[src/rscp_defines.svh]
// register map, field positions, reset values and timing counts
`ifndef RSCP_DEFINES_SVH
`define RSCP_DEFINES_SVH

`define RSCP_ADDR_W            32
`define RSCP_DATA_W            16

`define RSCP_ADDR_RADIO        32'h0500_0008
`define RSCP_ADDR_SYSCLK       32'h0500_000a
`define RSCP_ADDR_PMU          32'h5000_0010

`define RSCP_RADIO_LINK_EN     7
`define RSCP_RADIO_LP_RST      6
`define RSCP_RADIO_LINK_DIV_HI 5
`define RSCP_RADIO_LINK_DIV_LO 4
`define RSCP_RADIO_RF_EN       3
`define RSCP_RADIO_RF_DIV_HI   1
`define RSCP_RADIO_RF_DIV_LO   0

`define RSCP_SYS_ON_XTAL       7
`define RSCP_SYS_ON_RC         6
`define RSCP_SYS_ON_SLOW       5
`define RSCP_SYS_GLITCH_OFF    3
`define RSCP_SYS_XTAL_OFF      2
`define RSCP_SYS_SEL_HI        1
`define RSCP_SYS_SEL_LO        0

`define RSCP_PMU_RET_HI        11
`define RSCP_PMU_RET_LO        8
`define RSCP_PMU_BOOST         7
`define RSCP_PMU_BUCK          6

`define RSCP_RADIO_RESET       7'h20
`define RSCP_SYSC_RESET        4'h0
`define RSCP_PMU_RESET         6'h00
`define RSCP_RUN_RESET         3'h4

`define RSCP_SRC_XTAL          2'h0
`define RSCP_SRC_RC            2'h1
`define RSCP_SRC_SLOW          2'h2

`define RSCP_CLK_MHZ           40
`define RSCP_XTAL_SETTLE_US    2000
`define RSCP_SETTLE_CW         20
`define RSCP_HANDOVER_CYC      4'h4

`endif

[src/rscp_pkg.sv]
// types shared by the radio and system clock control block
package rscp_pkg;

  typedef enum logic [2:0] {
    ST_IDLE     = 3'b001,
    ST_WAIT_SRC = 3'b010,
    ST_HANDOVER = 3'b100
  } rscp_sw_state_t;

  typedef struct packed {
    logic       linkcore_clk_en;
    logic       lowpower_timer_rst;
    logic [1:0] linkcore_clk_divider;
    logic       rf_ctrl_unit_clk_en;
    logic [1:0] rf_ctrl_unit_divider;
  } rscp_radio_t;

  typedef struct packed {
    logic       crystal_glitch_filter_off;
    logic       fast_crystal_off;
    logic [1:0] sysclk_source_select;
  } rscp_sysc_t;

  typedef struct packed {
    logic [3:0] retention_keep;
    logic       force_boost;
    logic       force_buck;
  } rscp_pmu_t;

  typedef struct packed {
    logic on_fast_crystal;
    logic on_fast_rc;
    logic on_slow_clock;
  } rscp_run_t;

endpackage

[src/rscp_clkdiv.sv]
// clock-enable divider: one-cycle tick every 1, 2, 4 or 8 cycles
`timescale 1ns/1ps
module rscp_clkdiv (
  input  wire logic       i_core_clk,
  input  wire logic       i_reset,
  input  wire logic       i_ce,
  input  wire logic       i_en,
  input  wire logic [1:0] i_div,
  output logic            o_tick
);

  typedef struct packed {
    logic [2:0] cnt;
    logic       tick;
  } rscp_div_state_t;

  rscp_div_state_t q;
  rscp_div_state_t d;
  logic [2:0]      mask;

  always_comb begin
    d = q;
    case (i_div)
      2'h0:    mask = 3'h0;
      2'h1:    mask = 3'h1;
      2'h2:    mask = 3'h3;
      default: mask = 3'h7;
    endcase
    if (!i_en) begin
      // a disabled clock restarts cleanly on the next enable
      d.cnt  = 3'h0;
      d.tick = 1'b0;
    end else begin
      d.cnt  = q.cnt + 3'h1;
      d.tick = ((q.cnt & mask) == mask);
    end
  end

  always_ff @(posedge i_core_clk or posedge i_reset) begin
    if (i_reset) begin
      q <= '0;
    end else if (i_ce) begin
      q <= d;
    end
  end

  assign o_tick = q.tick;

endmodule

[src/rscp_top.sv]
// radio clock gating, system clock source and power unit control
//
// Summary of operation
// - link core clock runs only while its enable bit is one; zero after reset.
// - low-power timer held in reset while its bit is one; one after reset.
// - link core clock divided by 1, 2, 4 or 8 from a two-bit code.
// - RF control unit clock runs only while its enable bit is one.
// - RF control unit clock divided by 1, 2, 4 or 8 from a two-bit code.
// - status bit reads one while fast crystal is system clock; one after reset.
// - status bit reads one while fast RC oscillator is system clock.
// - status bit reads one while a 32 kHz source is system clock.
// - control bit, zero after reset, bypasses the crystal clock spike filter.
// - crystal-off bit stops the crystal at once and keeps it off after wakeup.
// - source code 0 crystal, 1 fast RC, 2 or 3 slow clock.
// - four bits choose per retention RAM whether it is kept or gated.
// - force-boost bit puts the DC-DC converter in boost at next wakeup.
// - force-buck bit puts the DC-DC converter in buck at next wakeup.
// - with both force bits set, boost mode is applied.
// - after a write sets either force bit, both are locked until reset.
// - crystal-settled asserts only after more than 2 ms of crystal running.
//
// Local design decision: the plain strobed port.
`timescale 1ns/1ps
`include "rscp_defines.svh"
module rscp_top #(
  parameter int unsigned SETTLE_CYC =
    `RSCP_XTAL_SETTLE_US * `RSCP_CLK_MHZ + 1
) (
  input  wire logic                    i_core_clk,
  input  wire logic                    i_reset,
  input  wire logic                    i_ce,
  input  wire logic [`RSCP_ADDR_W-1:0] i_addr,
  input  wire logic [`RSCP_DATA_W-1:0] i_wdata,
  input  wire logic                    i_wr,
  input  wire logic                    i_rd,
  input  wire logic                    i_sleep,
  input  wire logic                    i_wakeup,
  input  wire logic                    i_crystal_trim_done,
  output logic [`RSCP_DATA_W-1:0]      o_rdata,
  output logic                         o_linkcore_clk_ce,
  output logic                         o_rf_ctrl_unit_clk_ce,
  output logic                         o_lowpower_timer_rst,
  output logic                         o_fast_crystal_en,
  output logic                         o_crystal_glitch_filter_off,
  output logic                         o_fast_crystal_settled,
  output logic [1:0]                   o_sysclk_source,
  output logic [3:0]                   o_retention_keep,
  output logic                         o_dcdc_boost,
  output logic                         o_dcdc_buck
);

  localparam logic [`RSCP_SETTLE_CW-1:0] SETTLE_LIM =
    `RSCP_SETTLE_CW'(SETTLE_CYC);

  typedef struct packed {
    rscp_pkg::rscp_radio_t     radio;
    rscp_pkg::rscp_sysc_t      sysc;
    rscp_pkg::rscp_pmu_t       pmu;
    logic                      pmu_lock;
    rscp_pkg::rscp_sw_state_t  sw_state;
    logic [1:0]                sw_tgt;
    logic [3:0]                sw_cnt;
    logic [1:0]                cur_src;
    rscp_pkg::rscp_run_t       run;
    logic                      xtal_en;
    logic [`RSCP_SETTLE_CW-1:0] settle_cnt;
    logic                      settled;
    logic [2:0]                trim_sync;
    logic                      trim_ok;
    logic                      dcdc_boost;
    logic                      dcdc_buck;
    logic [`RSCP_DATA_W-1:0]   rdata;
  } rscp_state_t;

  rscp_state_t q;
  rscp_state_t d;
  logic        wr_radio;
  logic        wr_sys;
  logic        wr_pmu;
  logic [1:0]  tgt_src;
  logic [1:0]  div_en;
  logic [3:0]  div_code;
  logic [1:0]  div_tick;

  assign wr_radio = i_wr && (i_addr == `RSCP_ADDR_RADIO);
  assign wr_sys   = i_wr && (i_addr == `RSCP_ADDR_SYSCLK);
  assign wr_pmu   = i_wr && (i_addr == `RSCP_ADDR_PMU);

  // codes 2 and 3 both mean the slow clock
  always_comb begin
    case (q.sysc.sysclk_source_select)
      2'h0:    tgt_src = `RSCP_SRC_XTAL;
      2'h1:    tgt_src = `RSCP_SRC_RC;
      default: tgt_src = `RSCP_SRC_SLOW;
    endcase
  end

  always_comb begin
    d = q;

    // register writes
    if (wr_radio) begin
      d.radio = {i_wdata[`RSCP_RADIO_LINK_EN:`RSCP_RADIO_RF_EN],
                 i_wdata[`RSCP_RADIO_RF_DIV_HI:`RSCP_RADIO_RF_DIV_LO]};
    end
    if (wr_sys) begin
      d.sysc = i_wdata[`RSCP_SYS_GLITCH_OFF:`RSCP_SYS_SEL_LO];
    end
    if (wr_pmu) begin
      d.pmu.retention_keep =
        i_wdata[`RSCP_PMU_RET_HI:`RSCP_PMU_RET_LO];
      if (!q.pmu_lock) begin
        d.pmu.force_boost = i_wdata[`RSCP_PMU_BOOST];
        d.pmu.force_buck  = i_wdata[`RSCP_PMU_BUCK];
        // only a write that sets a force bit locks them
        d.pmu_lock = i_wdata[`RSCP_PMU_BOOST] ||
                     i_wdata[`RSCP_PMU_BUCK];
      end
    end

    // the off bit wins over any wakeup, so sleep cycles keep it off
    d.xtal_en = !d.sysc.fast_crystal_off && !i_sleep;

    // settle timer restarts whenever the crystal is stopped
    if (!d.xtal_en) begin
      d.settle_cnt = '0;
      d.settled    = 1'b0;
    end else if (q.settle_cnt != SETTLE_LIM) begin
      d.settle_cnt = q.settle_cnt + `RSCP_SETTLE_CW'(1);
      d.settled    = 1'b0;
    end else begin
      d.settled = 1'b1;
    end

    // trim-done comes from another domain: two stages must agree
    d.trim_sync = {q.trim_sync[1:0], i_crystal_trim_done};
    if (q.trim_sync[1] == q.trim_sync[2]) begin
      d.trim_ok = q.trim_sync[2];
    end

    // source switchover
    case (q.sw_state)
      rscp_pkg::ST_IDLE: begin
        if (tgt_src != q.cur_src) begin
          d.sw_tgt   = tgt_src;
          d.sw_state = rscp_pkg::ST_WAIT_SRC;
        end
      end
      rscp_pkg::ST_WAIT_SRC: begin
        // moving onto an unsettled crystal would clock the core with junk
        if (q.sw_tgt != tgt_src) begin
          d.sw_state = rscp_pkg::ST_IDLE;
        end else if (q.sw_tgt != `RSCP_SRC_XTAL ||
                     (q.xtal_en && (q.settled || q.trim_ok))) begin
          d.sw_cnt   = `RSCP_HANDOVER_CYC;
          d.sw_state = rscp_pkg::ST_HANDOVER;
        end
      end
      rscp_pkg::ST_HANDOVER: begin
        if (q.sw_tgt != tgt_src) begin
          d.sw_state = rscp_pkg::ST_IDLE;
        end else if (q.sw_cnt != 4'h0) begin
          d.sw_cnt = q.sw_cnt - 4'h1;
        end else begin
          d.cur_src = q.sw_tgt;
          d.run.on_fast_crystal = (q.sw_tgt == `RSCP_SRC_XTAL);
          d.run.on_fast_rc      = (q.sw_tgt == `RSCP_SRC_RC);
          d.run.on_slow_clock   = (q.sw_tgt == `RSCP_SRC_SLOW);
          d.sw_state = rscp_pkg::ST_IDLE;
        end
      end
      default: begin
        d.sw_state = rscp_pkg::ST_IDLE;
      end
    endcase

    // converter mode is sampled once per wakeup
    if (i_wakeup) begin
      d.dcdc_boost = q.pmu.force_boost;
      d.dcdc_buck  = q.pmu.force_buck && !q.pmu.force_boost;
    end

    // read data stand for one cycle only
    d.rdata = '0;
    if (i_rd) begin
      case (i_addr)
        `RSCP_ADDR_RADIO: begin
          d.rdata = {8'h00, q.radio.linkcore_clk_en,
                     q.radio.lowpower_timer_rst,
                     q.radio.linkcore_clk_divider,
                     q.radio.rf_ctrl_unit_clk_en, 1'b0,
                     q.radio.rf_ctrl_unit_divider};
        end
        `RSCP_ADDR_SYSCLK: begin
          d.rdata = {8'h00, q.run, 1'b0, q.sysc};
        end
        `RSCP_ADDR_PMU: begin
          d.rdata = {4'h0, q.pmu, 6'h00};
        end
        default: begin
          d.rdata = '0;
        end
      endcase
    end
  end

  always_ff @(posedge i_core_clk or posedge i_reset) begin
    if (i_reset) begin
      q          <= '0;
      q.radio    <= `RSCP_RADIO_RESET;
      q.sysc     <= `RSCP_SYSC_RESET;
      q.pmu      <= `RSCP_PMU_RESET;
      q.sw_state <= rscp_pkg::ST_IDLE;
      q.cur_src  <= `RSCP_SRC_XTAL;
      q.run      <= `RSCP_RUN_RESET;
      q.xtal_en  <= 1'b1;
    end else if (i_ce) begin
      q <= d;
    end
  end

  assign div_en   = {q.radio.rf_ctrl_unit_clk_en, q.radio.linkcore_clk_en};
  assign div_code = {q.radio.rf_ctrl_unit_divider,
                     q.radio.linkcore_clk_divider};

  genvar gi;
  generate
    for (gi = 0; gi < 2; gi++) begin : g_div
      rscp_clkdiv rscp_clkdiv_i (
        .i_core_clk (i_core_clk),
        .i_reset    (i_reset),
        .i_ce       (i_ce),
        .i_en       (div_en[gi]),
        .i_div      (div_code[2*gi +: 2]),
        .o_tick     (div_tick[gi])
      );
    end
  endgenerate

  assign o_linkcore_clk_ce           = div_tick[0];
  assign o_rf_ctrl_unit_clk_ce       = div_tick[1];
  assign o_rdata                     = q.rdata;
  assign o_lowpower_timer_rst        = q.radio.lowpower_timer_rst;
  assign o_fast_crystal_en           = q.xtal_en;
  assign o_crystal_glitch_filter_off = q.sysc.crystal_glitch_filter_off;
  assign o_fast_crystal_settled      = q.settled;
  assign o_sysclk_source             = q.cur_src;
  assign o_retention_keep            = q.pmu.retention_keep;
  assign o_dcdc_boost                = q.dcdc_boost;
  assign o_dcdc_buck                 = q.dcdc_buck;

  AST_LINK_GATED: assert property (
    @(posedge i_core_clk) disable iff (i_reset)
    (i_ce && !q.radio.linkcore_clk_en) |=> !o_linkcore_clk_ce)
    else $error("link core clock ticked while disabled");

  AST_RF_GATED: assert property (
    @(posedge i_core_clk) disable iff (i_reset)
    (i_ce && !q.radio.rf_ctrl_unit_clk_en) |=> !o_rf_ctrl_unit_clk_ce)
    else $error("rf unit clock ticked while disabled");

  AST_LINK_DIV8: assert property (
    @(posedge i_core_clk) disable iff (i_reset)
    (i_ce && o_linkcore_clk_ce && q.radio.linkcore_clk_en &&
     q.radio.linkcore_clk_divider == 2'h3) ##1
    (i_ce && q.radio.linkcore_clk_divider == 2'h3)[*7]
    |-> !$past(o_linkcore_clk_ce, 6))
    else $error("link core divide by eight ticked early");

  AST_LP_RST: assert property (
    @(posedge i_core_clk) disable iff (i_reset)
    (i_ce && wr_radio) |=>
    (o_lowpower_timer_rst == $past(i_wdata[`RSCP_RADIO_LP_RST])))
    else $error("low-power timer reset does not follow its bit");

  AST_XTAL_OFF: assert property (
    @(posedge i_core_clk) disable iff (i_reset)
    (i_ce && wr_sys && i_wdata[`RSCP_SYS_XTAL_OFF]) |=>
    !o_fast_crystal_en && !o_fast_crystal_settled ##1 !o_fast_crystal_settled)
    else $error("crystal still enabled after off bit set");

  AST_RUN_ONEHOT: assert property (
    @(posedge i_core_clk) disable iff (i_reset)
    $onehot(q.run) && (q.run.on_fast_crystal == (q.cur_src == 2'h0)))
    else $error("clock source status not one-hot or not current");

  AST_SRC_DONE: assert property (
    @(posedge i_core_clk) disable iff (i_reset)
    (i_ce && q.sw_state == rscp_pkg::ST_HANDOVER && q.sw_cnt == 4'h0 &&
     q.sw_tgt == tgt_src) |=> (o_sysclk_source == $past(q.sw_tgt)))
    else $error("source switch did not complete");

  AST_SETTLE: assert property (
    @(posedge i_core_clk) disable iff (i_reset)
    $rose(o_fast_crystal_settled) |->
    (q.settle_cnt == SETTLE_LIM) && $past(o_fast_crystal_en))
    else $error("crystal reported settled too early");

  AST_BOOST_WINS: assert property (
    @(posedge i_core_clk) disable iff (i_reset)
    (i_ce && i_wakeup && q.pmu.force_boost) |=>
    o_dcdc_boost && !o_dcdc_buck)
    else $error("boost did not take precedence at wakeup");

  AST_PMU_LOCK: assert property (
    @(posedge i_core_clk) disable iff (i_reset)
    (q.pmu_lock && i_ce && wr_pmu) |=>
    $stable(q.pmu.force_boost) && $stable(q.pmu.force_buck))
    else $error("force bits changed after lock");

  AST_RET: assert property (
    @(posedge i_core_clk) disable iff (i_reset)
    (i_ce && wr_pmu) |=>
    (o_retention_keep == $past(i_wdata[`RSCP_PMU_RET_HI:`RSCP_PMU_RET_LO])))
    else $error("retention selection not applied");

endmodule

[config.mk]
export PLATFORM = sky130hd
export DESIGN_NAME = rscp_top
export DESIGN_NICKNAME = d
export VERILOG_FILES = /design/src/rscp_pkg.sv /design/src/rscp_clkdiv.sv /design/src/rscp_top.sv
export VERILOG_INCLUDE_DIRS = /design/src
export SDC_FILE = /design/constraint.sdc
export NUM_CORES = 1
export LEC_CHECK = 0
export BUFFER_PORTS_ARGS = -buffer_cell sky130_fd_sc_hd__buf_4
export CAP_MARGIN = 10
export CELL_PAD_IN_SITES_DETAIL_PLACEMENT = 1
export CELL_PAD_IN_SITES_GLOBAL_PLACEMENT = 1
export CORE_MARGIN = 5
export CORE_UTILIZATION = 38
export DETAILED_ROUTE_END_ITERATION = 7
export GPL_TIMING_DRIVEN = 0
export PLACE_DENSITY = 0.79
export SKIP_CTS_REPAIR_TIMING = 1
export SYNTH_ARGS = -nofsm -noshare
export SYNTH_HDL_FRONTEND = slang
export SYNTH_HIERARCHICAL = 1
export SYNTH_SLANG_ARGS = --single-unit
export TNS_END_PERCENT = 50
[constraint.sdc]
create_clock -name i_core_clk -period 1.9 [get_ports i_core_clk]
set_input_delay 0.19 -clock i_core_clk [delete_from_list [all_inputs] [get_ports i_core_clk]]
set_output_delay 0.19 -clock i_core_clk [all_outputs]
set_load 0.01 [all_outputs]
Yosys cells after proc, flatten, opt, wreduce, memory -nomap -nowiden
Cells that the tools add are included.
- register bits after elaboration: 84
- output and inout port bits: 30
- bits of input ports: 56
- logic and storage cells: 121
- add/sub/neg operators: 4
- reduce and logical (&&, ||, !) cells: 30
- bitwise logic cells: 5
- muxes and demuxes: 24
- equality and inequality tests: 27
- operator list (cell ; number):
    == test 32 x 27 -> 1 bit, second input constant ; 2
    case mux 12 bit (3 select lines) ; 1
    == test 32 x 31 -> 1 bit, second input constant ; 1
    case mux 3 bit (3 select lines) ; 3
    2-to-1 mux 21 bit ; 1
    adder 20 x 1 -> 20 bit, second input constant ; 1
    2-to-1 mux 20 bit ; 1
    2-to-1 mux 4 bit ; 5
    inequality test 20 x 17 -> 1 bit, second input constant ; 1
    2-to-1 mux 3 bit ; 5
    2-to-1 mux 12 bit ; 1
    AND reduction 2 bit ; 6
    2-to-1 mux 5 bit ; 2
    inequality test 2 bit, second input constant ; 5
    2-to-1 mux 9 bit ; 1
    == test 2 x 1 -> 1 bit, second input constant ; 4
    logical NOT 2 bit ; 4
    case mux 4 bit (2 select lines) ; 1
    AND reduction 4 bit ; 2
    adder 3 x 1 -> 3 bit, second input constant ; 2
    AND 3 bit ; 2
    == test 2 bit, second input constant ; 3
    == test 3 bit ; 2
    logical AND 1 bit ; 6
    other kinds (17) ; 28

Longest topological paths before layout
- word-level depth: 7
- gate-level depth with buffers: 8
- mapped depth without buffers: 8

Modules after synthesis
Netlist, hierarchy kept.
- by module, submodules not included (module ; area each (um^2) ; cells an instance ; instances ; sequential area each (um^2)):
    rscp_top ; 3798.6 ; 366 ; 1 ; 1806.7
    rscp_clkdiv ; 203.9 ; 20 ; 2 ; 100.1

Worst setup path after synthesis
No wires, ideal clock.
- kind: input-to-reg
- start: in i_addr[25]
- end: reg q, in the netlist div_code[0]
- setup time: 125 ps
- path slack: -152 ps
- data required time: 1775 ps
- buffers on the path: 1
- stages on the path: 6
- arrival: 1928 ps
- cell sequence: nor4_2 -> nand4_2 -> nor4_1 -> and3_1 -> buf_2 -> mux2_2
- cells in the longest elaborated chain, start to end: 3
- ends and longest elaborated chain (element ; line ; RTL):
    from (decl) ; rscp_top.sv:32 ; input wire logic [`RSCP_ADDR_W-1:0] i_addr,
    == test 32 x 27 -> 1 bit ; n/a ;
    logical AND 1 bit ; rscp_top.sv:85 ; assign wr_radio = i_wr && (i_addr == `RSCP_ADDR_RADIO);
    AND reduction 2 bit (no line) ; n/a ;
    to (decl) ; rscp_top.sv:75 ; rscp_state_t q;
No other way between the ends.
A chain may end at the register's enable or synchronous reset.

Worst setup path after layout
- start: reg q[23] (netlist bit)
- end: reg q[41] (netlist bit)
- cells in the longest elaborated chain, start to end: 3
- elaborated cells on any way between the ends: 6
- classes of those cells: add/sub (1); eq/ne (2); mux (2); reduce/logical (1)
- ends and longest elaborated chain (element ; line):
    adder 20 x 1 -> 20 bit or inequality test 20 x 17 -> 1 bit (tied branches) ; rscp_top.sv:129, rscp_top.sv:128
    2-to-1 mux 20 bit or inequality test 2 x 1 -> 1 bit (tied branches) ; n/a
    2-to-1 mux 21 bit or AND reduction 2 bit (tied branches) ; n/a
Parallel ways exist; a longest one is shown, timed or not. The select of a mux whose other input is x is not followed.

==> impl_metrics.prom <==
# TYPE chip_impl_metric gauge
chip_impl_metric{name="total_inserted_antenna_cells",unit=""} 0
chip_impl_info{name="mostFrequentLayoutCell",value="sky130_fd_sc_hd__buf_4"} 1
chip_impl_metric{name="power_leakage",unit="nW"} 2.61
chip_impl_metric{name="htree_levels",unit=""} 3
chip_impl_metric{name="grt_antenna_before_repair",unit=""} 0
chip_impl_metric{name="grt_max_degree",unit=""} 32
chip_impl_metric{name="finalWorstSetupSlack",unit="ns"} -0.242
chip_impl_metric{name="gp_congestion",unit=""} 0.855
chip_impl_info{name="layout.cells.most_common_list",value="sky130_fd_sc_hd__buf_4, sky130_fd_sc_hd__dfrtp_1, sky130_fd_sc_hd__nand2_1"} 1
chip_impl_metric{name="netlist_instances",unit=""} 406
chip_impl_metric{name="critical_path_required",unit="ns"} 2.17
chip_impl_metric{name="total_power",unit="mW"} 3.92
chip_impl_metric{name="initial_core_util",unit="%"} 38.8
chip_impl_metric{name="synth_warnings",unit=""} 6
chip_impl_metric{name="clock_sinks",unit=""} 80
chip_impl_metric{name="min_tclk_post_route",unit="ns"} 2.14
chip_impl_metric{name="max-cap-violations",unit=""} 0
chip_impl_metric{name="cts-root-to-sink-buffers",unit=""} 2
chip_impl_metric{name="worst_clock_skew",unit="ns"} 0.00992
chip_impl_metric{name="detail_route.vias_per_cell",unit=""} 5.59
chip_impl_metric{name="grt_use_total",unit="%"} 18.1
chip_impl_metric{name="dp_hpwl",unit="um"} 8890
chip_impl_metric{name="worst-r2r-setup-slack",unit="ns"} -0.24
chip_impl_metric{name="antenna_violating_nets_post_route",unit=""} 0
chip_impl_info{name="critical_path.startpoint_type",value="register"} 1
chip_impl_metric{name="postSynthRegisterBits",unit=""} 80
chip_impl_info{name="run_status",value="complete, but fails checks"} 1
chip_impl_metric{name="drc_errors",unit=""} 0
chip_impl_metric{name="synth_edf_count",unit=""} 0
chip_impl_metric{name="vias_in_the_first_global_route",unit=""} 3873
chip_impl_metric{name="dr.pass1.iters",unit=""} 4
chip_impl_metric{name="syn2layout_area_growth",unit="%"} 37.0
chip_impl_metric{name="worst_skew_pair.late_latency",unit="ns"} 0.35
chip_impl_metric{name="dieHeight",unit="um"} 115
chip_impl_metric{name="seq_area_frac_synth",unit="%"} 47.7
chip_impl_metric{name="num_rows",unit=""} 38
chip_impl_metric{name="cp_max_fo",unit=""} 4
chip_impl_info{name="hold_path_class",value="in2reg"} 1
chip_impl_metric{name="achievable-frequency",unit="GHz"} 0.467
chip_impl_metric{name="final.period_utilization",unit="%"} 113
chip_impl_metric{name="core-area",unit="sq um"} 10800
chip_impl_metric{name="route.vias.total",unit=""} 3766
chip_impl_metric{name="grt_first_pass_wirelength",unit="um"} 19300
chip_impl_metric{name="drv_slew",unit=""} 0
chip_impl_metric{name="detail_route.wirelength",unit="um"} 13700
chip_impl_metric{name="buffer_ports.inserted",unit=""} 77
chip_impl_metric{name="synth_area_per_cell",unit="sq um"} 10.4
chip_impl_metric{name="cp_data_arrival_time",unit="ns"} 2.41
chip_impl_metric{name="fillers",unit=""} 1192
chip_impl_info{name="grt_setup_unrepaired",value="yes"} 1
chip_impl_metric{name="ir_drop",unit="mV"} 0.478
chip_impl_metric{name="drt_iter0_drc",unit=""} 196
chip_impl_metric{name="max_slew.worst_pin.slew",unit="ns"} 0.649
chip_impl_metric{name="final_design_area_no_fill",unit="sq um"} 5760
chip_impl_metric{name="slew_headroom",unit="%"} 56.7
chip_impl_metric{name="post_synth_design_cell_area",unit="sq um"} 4210
chip_impl_metric{name="clock_input_transition_at_the_sequential_cells_of_the_worst_setup_and_hold_paths",unit="ns"} 0.09
chip_impl_metric{name="route.detailed.wl_per_inst",unit="um"} 20.3
chip_impl_info{name="synth_top_flop_cell",value="sky130_fd_sc_hd__dfrtp_1"} 1
chip_impl_metric{name="drive_above_1_share",unit="%"} 42.5
chip_impl_metric{name="register_area",unit="sq um"} 2010
chip_impl_metric{name="timing.final.hold_violations",unit=""} 0
chip_impl_info{name="tritoncts_clock_tree",value="built"} 1
chip_impl_info{name="failed_checks",value="negative setup slack"} 1
chip_impl_metric{name="async_flop_share",unit="%"} 100
chip_impl_metric{name="die_area",unit="sq um"} 13300
chip_impl_metric{name="inserted_clock_buffers",unit=""} 9
chip_impl_metric{name="finalHoldWorstSlack",unit="ns"} 0.0767
chip_impl_info{name="ctsRootBufferMaster",value="sky130_fd_sc_hd__clkbuf_8"} 1
chip_impl_metric{name="setup_viol",unit=""} 16
chip_impl_metric{name="finish.net_count",unit=""} 591
chip_impl_metric{name="p_per_area",unit="nW/um^2"} 681
chip_impl_metric{name="number_of_distinct_library_cells_after_synthesis",unit=""} 58
chip_impl_metric{name="grt-ovfl-total",unit=""} 0
chip_impl_metric{name="multiInputGateArea",unit="sq um"} 2150
chip_impl_info{name="critical_setup_path_kind",value="reg2reg"} 1
chip_impl_metric{name="io_pins",unit=""} 86
chip_impl_metric{name="fp.dieW",unit="um"} 115
chip_impl_metric{name="placedInstanceArea",unit="sq um"} 5070
chip_impl_info{name="worstSetupEndpointType",value="register"} 1
## state kept, by name, summed over array words and instances, names as in the netlist
signal                       count
o_dcdc_buck                      1
o_fast_crystal_settled           1
o_sysclk_source                  2
g_div.rscp_clkdiv_i/o_tick       2
o_retention_keep                 4
div_en                           2
o_fast_crystal_en                1
o_rdata                         12
o_dcdc_boost                     1
div_code                         4
o_crystal_glitch_filter_off      1
g_div.rscp_clkdiv_i/q            6
o_lowpower_timer_rst             1
d                                2
q                               40
## area by class of cell
type	instances	area share (%)
Clock buffer	10	2.39
Multi-Input combinational cell	274	37.3
Buffer	34	4.10
Sequential cell	80	34.9
Inverter	22	1.50
Clock inverter	6	1.61
Tap cell	140	3.04
Timing Repair Buffer	108	15.1
## final timing paths
check                            from                     endpoint  depth (start not counted)
max                             q[23]                        q[41]                          6
min                        i_wdata[9]          o_retention_keep[1]                          2
max reg2reg                     q[23]                        q[41]                          6
min reg2reg                     d[20]                        d[21]                          2
max in group asynchronous     i_reset            o_fast_crystal_en                          4
min in group asynchronous     i_reset  g_div[1].rscp_clkdiv_i/q[2]                          3
## cells in the mapped netlist, types with 8 or more instances
cell type | instances | area [sq um]
sky130_fd_sc_hd__dfrtp_1 | 76 | 1900
sky130_fd_sc_hd__nand2_1 | 39 | 146
sky130_fd_sc_hd__mux2_2 | 26 | 293
sky130_fd_sc_hd__o21ai_0 | 25 | 125
sky130_fd_sc_hd__nand3_1 | 23 | 115
sky130_fd_sc_hd__buf_4 | 22 | 165
sky130_fd_sc_hd__inv_1 | 21 | 78.8
sky130_fd_sc_hd__nor2_1 | 18 | 67.6
sky130_fd_sc_hd__a22o_1 | 11 | 96.3
sky130_fd_sc_hd__nor3_1 | 9 | 45.0
sky130_fd_sc_hd__nor4_1 | 9 | 56.3
sky130_fd_sc_hd__o2bb2ai_1 | 9 | 78.8
sky130_fd_sc_hd__nand4_1 | 8 | 50.1
## routing by layer
layer	track usage (%)	share of wire, %	wire, um
met1	23.0	41	5590
met3	2.68	4.3	587
met5	0	0	0
met2	31.6	52	7160
met4	5.95	2.4	327
## critical path, cell delays in order, from the launching register on
cell and delay (ns):
sky130_fd_sc_hd__dfrtp_1 0.40, sky130_fd_sc_hd__ha_2 0.23, sky130_fd_sc_hd__nand2_2 0.09, sky130_fd_sc_hd__or4_4 0.56, sky130_fd_sc_hd__or3_4 0.37, sky130_fd_sc_hd__o41a_1 0.31
sky130_fd_sc_hd__o22ai_1 0.11
## logic make-up after synthesis
| family | Yosys count | synth area share, % |
|---|---|---|
| other | 1 | 0.0891 |
| AOI/OAI and AO/OA | 96 | 18.3 |
| and+or+nand+nor | 138 | 17.2 |
| DFF | 80 | 47.7 |
| adders and majority gates | 6 | 1.78 |
| muxes | 29 | 7.67 |
| buffers and inverters | 56 | 7.26 |
## per-stage QoR
step	TNS [ns]	util, %	std cells	setup slack, ns
6_report	-0.979	53.2	674	-0.242
5_1_grt	-2.58	53.2	674	-0.329
4_1_cts	-8.77	48.9	644	-0.524
3_5_place_dp	-25.27	46.7	628	-0.593
3_3_place_gp	-19.95	46.4	626	-0.529
2_1_floorplan	-0.337	-	409	-0.0873
## power breakdown
| part | internal [mW] | switching (mW) | total [mW] |
|---|---|---|---|
| sequential | 1.80 | 0.134 | 1.93 |
| clock | 0.781 | 0.669 | 1.45 |
| combinational | 0.259 | 0.281 | 0.539 |
Power figures use the tool's default switching activity.
